**config.mk**
```make
export PLATFORM = sky130hd
export DESIGN_NAME = sacc_top
export DESIGN_NICKNAME = d
export VERILOG_FILES = /design/src/logic/sacc_clk_div.v /design/src/logic/sacc_sar.v /design/src/logic/sacc_top.v
export VERILOG_INCLUDE_DIRS = /design/src /design/src/inc
export SDC_FILE = /design/constraint.sdc
export NUM_CORES = 1
export LEC_CHECK = 0
export ABC_AREA = 1
export BUFFER_PORTS_ARGS = -buffer_cell sky130_fd_sc_hd__buf_4
export CAP_MARGIN = 20
export CORE_MARGIN = 1.5
export CORE_UTILIZATION = 53
export DETAILED_ROUTE_END_ITERATION = 10
export PLACE_DENSITY = 0.78
export SKIP_LAST_GASP = 1
export SYNTH_ARGS = -nofsm -noshare
export SYNTH_HDL_FRONTEND = slang
export SYNTH_SLANG_ARGS = --single-unit
```
**constraint.sdc**
```tcl
create_clock -name core_clk_i -period 2.4 [get_ports core_clk_i]
set_input_delay 0.36 -clock core_clk_i [delete_from_list [all_inputs] [get_ports core_clk_i]]
set_output_delay 0.36 -clock core_clk_i [all_outputs]
set_load 0.005 [all_outputs]
```
**src/inc/sacc_map.vh**
```
// Purpose: Register map and constants for the converter control block
// Assumes: Avalon-MM word addressing, byte address is four times the index
// Notes: Index values below are register indices, not byte addresses
`ifndef SACC_MAP_VH
`define SACC_MAP_VH

// Register indices
`define SACC_IDX_PIN_SEL 4'h8
`define SACC_IDX_CTRL 4'h9
`define SACC_IDX_RESULT 4'hb
`define SACC_IDX_RES_HI 4'hc
`define SACC_IDX_RES_LO 4'hd
`define SACC_IDX_STATUS 4'he

// Reset values
`define SACC_PIN_SEL_RST 7'h00
`define SACC_CTRL_RST 8'h00
`define SACC_STATUS_RST 3'h0
`define SACC_RESULT_RST 12'h000

// converter_control fields
`define SACC_CTRL_RATE_HI 6
`define SACC_CTRL_RATE_LO 5
`define SACC_CTRL_RUN 4
`define SACC_CTRL_PWR 3
`define SACC_CTRL_CHAN_HI 2
`define SACC_CTRL_CHAN_LO 0

// Status and enable fields
`define SACC_ST_FLAG 0
`define SACC_ST_WAKE_EN 1
`define SACC_ST_IRQ_EN 2

// Clock-rate field encodings and divide ratios
`define SACC_RATE_DIV16 2'b00
`define SACC_RATE_DIV4 2'b01
`define SACC_RATE_DIV64 2'b10
`define SACC_RATE_DIV8 2'b11
`define SACC_DIV16 7'd16
`define SACC_DIV4 7'd4
`define SACC_DIV64 7'd64
`define SACC_DIV8 7'd8

// Conversion timing in converter bit periods
`define SACC_CONV_PERIODS 4'd15
`define SACC_SAMPLE_PERIODS 4'd2
`define SACC_LAST_BIT_PERIOD 4'd13

// Interrupt vector of the converter
`define SACC_IRQ_VECTOR 12'h00c

`endif

```
**src/logic/sacc_clk_div.v**
```verilog
// Purpose: Converter clock prescaler giving one-cycle enable pulses
// Assumes: Oscillator is the core clock; rate field is static during a run
// Notes: Restart realigns the first bit period to the start
`include "sacc_map.vh"

module sacc_clk_div (
  input wire core_clk_i, // Oscillator clock
  input wire rst_n_i, // Async reset, active low
  input wire [1:0] rate_i, // Clock-rate field
  input wire restart_i, // Realign counter
  output wire tick_o // One pulse per converter bit period
);

  reg [6:0] cnt_reg;
  wire [6:0] term;

  function [6:0] sacc_div_of;
    input [1:0] rate;
    begin
      case (rate)
        `SACC_RATE_DIV16: sacc_div_of = `SACC_DIV16;
        `SACC_RATE_DIV4: sacc_div_of = `SACC_DIV4;
        `SACC_RATE_DIV64: sacc_div_of = `SACC_DIV64;
        `SACC_RATE_DIV8: sacc_div_of = `SACC_DIV8;
        default: sacc_div_of = `SACC_DIV16;
      endcase
    end
  endfunction

  assign term = sacc_div_of(rate_i) - 7'd1;
  assign tick_o = (cnt_reg == term) && !restart_i;

  // Free running, also while the core sleeps
  always @(posedge core_clk_i or negedge rst_n_i) begin
    if (!rst_n_i) begin
      cnt_reg <= 7'h00;
    end else if (restart_i || cnt_reg >= term) begin
      cnt_reg <= 7'h00;
    end else begin
      cnt_reg <= cnt_reg + 7'd1;
    end
  end

endmodule

```
**src/logic/sacc_sar.v**
```verilog
// Purpose: Successive-approximation sequencer over fifteen bit periods
// Assumes: Comparator input is already synchronised; high means keep bit
// Notes: Two sample periods, twelve decisions, one load period
`include "sacc_map.vh"

module sacc_sar #(
  parameter WIDTH = 12 // Result width
) (
  input wire core_clk_i, // Oscillator clock
  input wire rst_n_i, // Async reset, active low
  input wire tick_i, // Bit period enable
  input wire start_i, // Start pulse
  input wire comp_i, // Synchronised comparator
  output reg busy_o, // Conversion in progress
  output reg done_o, // One-cycle completion pulse
  output reg sample_o, // Sample switch closed
  output reg [WIDTH-1:0] dac_code_o, // Trial code to the DAC
  output reg [WIDTH-1:0] result_o // Final code, valid with done_o
);

  reg [3:0] period_reg;
  wire [3:0] bit_idx;
  wire [WIDTH-1:0] trial;

  assign bit_idx = `SACC_LAST_BIT_PERIOD - period_reg;
  assign trial = {{(WIDTH-1){1'b0}}, 1'b1} << bit_idx;

  always @(posedge core_clk_i or negedge rst_n_i) begin
    if (!rst_n_i) begin
      period_reg <= 4'h0;
      busy_o <= 1'b0;
      done_o <= 1'b0;
      sample_o <= 1'b0;
      dac_code_o <= {WIDTH{1'b0}};
      result_o <= {WIDTH{1'b0}};
    end else begin
      done_o <= 1'b0;
      if (start_i && !busy_o) begin
        busy_o <= 1'b1;
        sample_o <= 1'b1;
        period_reg <= 4'h0;
        dac_code_o <= {WIDTH{1'b0}};
      end else if (busy_o && tick_i) begin
        period_reg <= period_reg + 4'd1;
        if (period_reg == `SACC_SAMPLE_PERIODS - 4'd1) begin
          sample_o <= 1'b0;
          dac_code_o <= {1'b1, {(WIDTH-1){1'b0}}};
        end else if (period_reg >= `SACC_SAMPLE_PERIODS &&
                     period_reg <= `SACC_LAST_BIT_PERIOD) begin
          // Drop the trial bit if the input lies below it, set the next
          if (!comp_i) begin
            dac_code_o <= (dac_code_o & ~trial) | (trial >> 1);
          end else begin
            dac_code_o <= dac_code_o | (trial >> 1);
          end
        end
        if (period_reg == `SACC_LAST_BIT_PERIOD) begin
          result_o <= comp_i ? dac_code_o : (dac_code_o & ~trial);
        end
        if (period_reg == `SACC_CONV_PERIODS - 4'd1) begin
          busy_o <= 1'b0;
          done_o <= 1'b1;
        end
      end
    end
  end

endmodule

```
**src/logic/sacc_top.v**
```verilog
// Purpose: Control of a 12-bit SAR converter behind an Avalon-MM slave
// Assumes: Core sleep and global enable come from same-clock core logic
// Notes: Every access waits exactly one cycle; reads are registered
`include "sacc_map.vh"

module sacc_top #(
  parameter WIDTH = 12, // Converter resolution
  parameter PINS = 7 // Analog-capable pins
) (
  input wire core_clk_i, // 10 MHz oscillator clock
  input wire rst_n_i, // Async reset, active low
  input wire [3:0] avs_address, // Word index
  input wire avs_read, // Read request
  input wire avs_write, // Write request
  input wire [31:0] avs_writedata, // Write data
  input wire [3:0] avs_byteenable, // Byte enables
  output reg [31:0] avs_readdata, // Read data
  output wire avs_waitrequest, // Stall request
  input wire core_sleep_i, // Core stopped by sleep instruction
  input wire global_irq_en_i, // Global interrupt enable
  input wire comp_i, // Comparator output from analog
  output reg [PINS-1:0] analog_pin_en_o, // Pin used as analog input
  output reg [PINS-1:0] digital_pin_en_o, // Pin left as digital I/O
  output reg [2:0] channel_o, // Selected input channel
  output reg ref_on_o, // Resistor reference powered
  output wire sample_o, // Sample switch closed
  output wire [WIDTH-1:0] dac_code_o, // Trial code to DAC
  output reg wake_o, // Wake the core
  output reg resume_next_o, // Wake and resume after sleep
  output reg irq_req_o, // Converter interrupt request
  output reg irq_take_o, // Branch to vector allowed
  output reg [11:0] irq_vector_o // Converter interrupt vector
);

  reg ack_reg;
  reg [PINS-1:0] pin_sel_reg;
  reg [1:0] rate_reg;
  reg run_reg;
  reg pwr_reg;
  reg [2:0] chan_reg;
  reg flag_reg;
  reg wake_en_reg;
  reg irq_en_reg;
  reg shut_reg;
  reg [WIDTH-1:0] result_reg;
  reg comp_meta_reg;
  reg comp_sync_reg;
  reg [31:0] rd_next;

  wire req;
  wire wr_ok;
  wire lane0;
  wire wr_ctrl;
  wire wr_pins;
  wire wr_stat;
  wire start;
  wire tick;
  wire done;
  wire busy;
  wire chan_open;
  wire chan_change;
  wire [WIDTH-1:0] sar_result;

  // Same index compare for every write strobe
  function sacc_wr_hit;
    input [3:0] addr;
    input [3:0] idx;
    begin
      sacc_wr_hit = (addr == idx);
    end
  endfunction

  // Request is held until the edge where waitrequest is low
  assign req = avs_read | avs_write;
  assign avs_waitrequest = req & ~ack_reg;
  assign wr_ok = avs_write & ack_reg;
  assign lane0 = avs_byteenable[0];
  assign wr_ctrl = wr_ok && lane0 && sacc_wr_hit(avs_address, `SACC_IDX_CTRL);
  assign wr_pins = wr_ok && lane0 && sacc_wr_hit(avs_address, `SACC_IDX_PIN_SEL);
  assign wr_stat = wr_ok && lane0 && sacc_wr_hit(avs_address, `SACC_IDX_STATUS);

  // Ignored while a run is already underway
  assign start = wr_ctrl && avs_writedata[`SACC_CTRL_RUN] && !run_reg;

  assign chan_open = !flag_reg && !run_reg;
  assign chan_change = wr_ctrl && chan_open &&
    avs_writedata[`SACC_CTRL_CHAN_HI:`SACC_CTRL_CHAN_LO] != chan_reg;

  always @(posedge core_clk_i or negedge rst_n_i) begin
    if (!rst_n_i) begin
      ack_reg <= 1'b0;
    end else begin
      ack_reg <= req & ~ack_reg;
    end
  end

  // Comparator crosses from the analog side
  // Only the second flop feeds the sequencer
  always @(posedge core_clk_i or negedge rst_n_i) begin
    if (!rst_n_i) begin
      comp_meta_reg <= 1'b0;
      comp_sync_reg <= 1'b0;
    end else begin
      comp_meta_reg <= comp_i;
      comp_sync_reg <= comp_meta_reg;
    end
  end

  sacc_clk_div u_div (
    .core_clk_i(core_clk_i),
    .rst_n_i(rst_n_i),
    .rate_i(rate_reg),
    .restart_i(start),
    .tick_o(tick)
  );

  sacc_sar #(
    .WIDTH(WIDTH)
  ) u_sar (
    .core_clk_i(core_clk_i),
    .rst_n_i(rst_n_i),
    .tick_i(tick),
    .start_i(start),
    .comp_i(comp_sync_reg),
    .busy_o(busy),
    .done_o(done),
    .sample_o(sample_o),
    .dac_code_o(dac_code_o),
    .result_o(sar_result)
  );

  // Control register
  // Rate is taken on any write; keep it static while a run is busy
  always @(posedge core_clk_i or negedge rst_n_i) begin
    if (!rst_n_i) begin
      rate_reg <= 2'b00;
      pwr_reg <= 1'b0;
      chan_reg <= 3'h0;
      pin_sel_reg <= `SACC_PIN_SEL_RST;
    end else begin
      if (wr_ctrl) begin
        rate_reg <= avs_writedata[`SACC_CTRL_RATE_HI:`SACC_CTRL_RATE_LO];
        pwr_reg <= avs_writedata[`SACC_CTRL_PWR];
        if (chan_open) begin
          chan_reg <= avs_writedata[`SACC_CTRL_CHAN_HI:`SACC_CTRL_CHAN_LO];
        end
      end
      if (wr_pins) begin
        pin_sel_reg <= avs_writedata[PINS-1:0];
      end
    end
  end

  // Run bit: software may only set it, completion clears it
  // Start needs run low, so it never meets done in the same cycle
  always @(posedge core_clk_i or negedge rst_n_i) begin
    if (!rst_n_i) begin
      run_reg <= 1'b0;
    end else if (done) begin
      run_reg <= 1'b0;
    end else if (start) begin
      run_reg <= 1'b1;
    end
  end

  // Completion flag: set wins over a clearing write
  always @(posedge core_clk_i or negedge rst_n_i) begin
    if (!rst_n_i) begin
      flag_reg <= 1'b0;
      wake_en_reg <= 1'b0;
      irq_en_reg <= 1'b0;
    end else begin
      if (done) begin
        flag_reg <= 1'b1;
      end else if (wr_stat && !avs_writedata[`SACC_ST_FLAG]) begin
        flag_reg <= 1'b0;
      end
      if (wr_stat) begin
        wake_en_reg <= avs_writedata[`SACC_ST_WAKE_EN];
        irq_en_reg <= avs_writedata[`SACC_ST_IRQ_EN];
      end
    end
  end

  // Result loads with the flag; a channel change wipes it
  // Bytes are not latched as a pair; read them after the flag is set
  always @(posedge core_clk_i or negedge rst_n_i) begin
    if (!rst_n_i) begin
      result_reg <= `SACC_RESULT_RST;
    end else if (done) begin
      result_reg <= sar_result;
    end else if (chan_change) begin
      result_reg <= `SACC_RESULT_RST;
    end
  end

  // Shut-off after a sleeping completion nobody will service
  // Power bit itself stays set; only the reference is gated
  always @(posedge core_clk_i or negedge rst_n_i) begin
    if (!rst_n_i) begin
      shut_reg <= 1'b0;
    end else if (done && core_sleep_i && !irq_en_reg) begin
      shut_reg <= 1'b1;
    end else if (start || (wr_ctrl && !avs_writedata[`SACC_CTRL_PWR])) begin
      shut_reg <= 1'b0;
    end
  end

  // Read mux, taken on the first edge so data stand at the ack edge
  always @* begin
    rd_next = 32'h0000_0000;
    case (avs_address)
      `SACC_IDX_PIN_SEL: begin
        rd_next[PINS-1:0] = pin_sel_reg;
      end
      `SACC_IDX_CTRL: begin
        rd_next[`SACC_CTRL_RATE_HI:`SACC_CTRL_RATE_LO] = rate_reg;
        rd_next[`SACC_CTRL_RUN] = run_reg;
        rd_next[`SACC_CTRL_PWR] = pwr_reg;
        rd_next[`SACC_CTRL_CHAN_HI:`SACC_CTRL_CHAN_LO] = chan_reg;
      end
      `SACC_IDX_RESULT: begin
        rd_next[7:0] = result_reg[WIDTH-1:WIDTH-8];
      end
      `SACC_IDX_RES_HI: begin
        rd_next[WIDTH-9:0] = result_reg[WIDTH-1:8];
      end
      `SACC_IDX_RES_LO: begin
        rd_next[7:0] = result_reg[7:0];
      end
      `SACC_IDX_STATUS: begin
        rd_next[`SACC_ST_FLAG] = flag_reg;
        rd_next[`SACC_ST_WAKE_EN] = wake_en_reg;
        rd_next[`SACC_ST_IRQ_EN] = irq_en_reg;
      end
      default: begin
        rd_next = 32'h0000_0000;
      end
    endcase
  end

  // Held after the first edge so data stand at the acknowledge edge
  always @(posedge core_clk_i or negedge rst_n_i) begin
    if (!rst_n_i) begin
      avs_readdata <= 32'h0000_0000;
    end else if (avs_read && !ack_reg) begin
      avs_readdata <= rd_next;
    end
  end

  // Registered outputs towards pins, analog and core
  // Core-side levels lag flag and enables by one edge
  always @(posedge core_clk_i or negedge rst_n_i) begin
    if (!rst_n_i) begin
      analog_pin_en_o <= {PINS{1'b0}};
      digital_pin_en_o <= {PINS{1'b1}};
      channel_o <= 3'h0;
      ref_on_o <= 1'b0;
      wake_o <= 1'b0;
      resume_next_o <= 1'b0;
      irq_req_o <= 1'b0;
      irq_take_o <= 1'b0;
      irq_vector_o <= 12'h000;
    end else begin
      analog_pin_en_o <= pin_sel_reg;
      digital_pin_en_o <= ~pin_sel_reg;
      channel_o <= chan_reg;
      ref_on_o <= pwr_reg && !shut_reg;
      // Wake is a level held until the core leaves sleep
      wake_o <= core_sleep_i && flag_reg &&
        (wake_en_reg || irq_en_reg);
      resume_next_o <= flag_reg && irq_en_reg && !global_irq_en_i;
      irq_req_o <= flag_reg && irq_en_reg;
      irq_take_o <= flag_reg && irq_en_reg && global_irq_en_i;
      irq_vector_o <= `SACC_IRQ_VECTOR;
    end
  end

endmodule

```
==> metrics.txt <==
Peak Freq=roughly 460 MHz; row count=35; vias=3724; status=completed; layout cells sized above 1=21.4%; drt wl/cell=13.0 um; die footprint=9940 sq um; die height=roughly 100 um; most frequent cell after synthesis=nand2_1; clk_lat worst skew=0.36 ns; post-synthesis area per instance=8.85 sq um; initial antenna violation count=0; final net count=around 700; hold_ws=0.104 ns; vias in the first global route=roughly 3600; number of hold violations in the final report=0; Peak VDD IR=~0.44 mV; post-layout min period=2.18 ns; Non-Filler Instances=743; FF+latch count, synth=roughly 100; Synth-to-Final Area Change=12.6%; CTS max path bufs=2; Register Area=around 2600 sq um; Clock Sinks=just over 100; placed insts=726; Cell variety after synth=34; Fin Setup TNS=0 ns; design area=around 5600 sq um; die width=about 100 um; Initial Util=54.2%; Multi-input gate area=1920 sq um; Gate Count Post-Synth=560; Post-Syn Area=~5000 sq um; diode count=0; maxcap violations=0; I/O Buffers=64; Root Driver=clkbuf_8; Top Ports=between 100 and 150; dpl hpwl=slightly above 7000 um; Slew @ Worst Pin=between 0.7 and 0.8 ns; Worst Skew=about 0.012 ns; CTS Buf Count=9; Synth area leader=dfrtp_1; Worst Path Max Fanout=11; total global-route track usage=20.6%; grt ovf=0; Rel. slew slack=about 52%; register area share after synthesis=a little over 50%; ys flop type=dfrtp_1; Final setup viols=0; DRT Pass-1 Iters=5; number of vias per cell=~5; clock slew at reported path FFs=0.10 ns; # DRC=0; Routed Antenna Nets=0; WP data required=~2.6 ns; TritonCTS clock tree=built; DRT iter0 DRCs=185; max-slew violations=0; Setup crit start kind=flip-flop; H-Tree Depth=3; GPL Wtd Cong=roughly 0.9; first-pass GRT wire length=16200 um; Area contributors post-synth=dfrtp_1 48%, nand2_1 10%, buf_4 5.6%; RSZ-0062 raised after global routing=false; Post-DP Area=around 5400 sq um; final critical-path share of the clock period=90.6%; CP Class=flip-flop to flip-flop; Yosys warning total=0; arrival time worst endpoint=2.42 ns; # fillers=about 800; Synth top area share=between 40% and 50%; top post-synthesis cells by count=138 x nand2_1, 95 x dfrtp_1, 61 x inv_1; pin count of the biggest net entering global routing=69; Post-synth EDFFs=0; Leak Pwr=2.94 nW; pwr/cell area=about 840 nW/um^2; Core ar.=about 9200 sq um; Worst setup EP type=flip-flop; total wire length=9640 um; worst min-delay path category=input port to flip-flop; Post-synth ARST share=100%
cell type report:
cell class | instances | area share, %
sequential | 102 | 45.9
clock buffer | 10 | 2.47
multi-input combinational | 380 | 34.3
inverter | 65 | 4.37
clock inverter | 6 | 0.897
tap | 111 | 2.49
timing repair buffer | 69 | 9.55
logic make-up (layout without fill, tap and decap cells):
group / after synthesis / count (layout) / share of synthesized area, %
adder cells (fa/ha/maj): 14 / 14 / 3.53
buffers and inverters: 112 / 150 / 12.2
flip-flops: 102 / 102 / 51.7
XOR/XNOR: 5 / 5 / 0.884
other: 2 / 36 / 0.151
AO/OA/AOI/OAI: 88 / 88 / 10.4
AND/OR/NAND/NOR: 237 / 237 / 21.2
critical path: stages, from the launching register on:
cell	delay (ns)
dfrtp_1	0.47
inv_1	0.20
ha_1	0.27
nor3b_4	0.32
a21oi_1	0.11
o21ai_2	0.35
inv_2	0.18
nand2_1	0.10
nand2_1	0.06
per-layer routing:
metal	global-route usage (%)	up-vias	wire length (um)
met1	25.8	1729	4220
met2	34.4	131	4600
met4	8.88	0	299
met5	0	-	0
met3	4.36	21	524
li1	-	1843	-
stage by stage:
step / power, mW / utilization (%) / setup slack, ns
2_1_floorplan: 3.22 / - / 0.532
3_3_place_gp: 3.60 / 58.8 / 0.400
3_5_place_dp: 3.69 / 58.8 / 0.282
4_1_cts: 4.72 / 61.0 / 0.263
5_1_grt: 5.03 / 61.0 / 0.0531
6_report: 4.71 / 61.0 / 0.225
power by group:
part / internal, mW / leakage (nW) / switching [mW] / total [mW]
logic: 0.544 / 1.58 / 0.822 / 1.37
registers: 2.05 / 1.26 / 0.257 / 2.31
clock network: 0.423 / 0.0956 / 0.618 / 1.04
worst paths after layout:
check                                                      from  slack [ns]                              end  cells past startpoint
worst max-delay path            u_sar.period_reg[1]$_DFFE_PN0P_        0.22  u_sar.dac_code_o[2]$_DFFE_PN0P_                      8
worst min register to register          comp_meta_reg$_DFF_PN0_        0.37          comp_sync_reg$_DFF_PN0_                      0
worst min-delay path                                     comp_i        0.10          comp_meta_reg$_DFF_PN0_                      1
min in group asynchronous                               rst_n_i        0.47     analog_pin_en_o[4]$_DFF_PN0_                      2
max in group asynchronous                               rst_n_i        1.22  u_sar.dac_code_o[2]$_DFFE_PN0P_                      3
worst max register to register  u_sar.period_reg[1]$_DFFE_PN0P_        0.22  u_sar.dac_code_o[2]$_DFFE_PN0P_                      8
timing repair:
| item | 4_1_cts | 5_1_grt |
|---|---|---|
| setup buffers | 0 | 0 |
| endpoints found under the hold margin | 29 | 0 |
| hold buffers | 1 | 0 |
| resized for setup | 0 | 0 |
cell usage in the layout, fill, tap and decap left out, types with 3 or more instances in the layout:
master / Yosys / routed
nor3_1: 5 / 5
ha_1: 14 / 14
dfrtp_1: 95 / 95
nor2_2: 7 / 7
o21ai_2: 13 / 13
buf_4: 37 / 67
o22ai_1: 10 / 10
inv_1: 61 / 61
nor2_1: 32 / 32
xnor2_1: 3 / 3
conb_1: 2 / 36
nand2_1: 138 / 138
dfstp_2: 7 / 7
o21ai_0: 41 / 41
inv_2: 3 / 3
inv_6: 0 / 3
nand3_1: 33 / 33
nand2_2: 14 / 14
clkbuf_8: 1 / 10
o21ai_1: 10 / 10
a21oi_1: 9 / 9
Note: power is estimated with default switching activity, not from simulation.
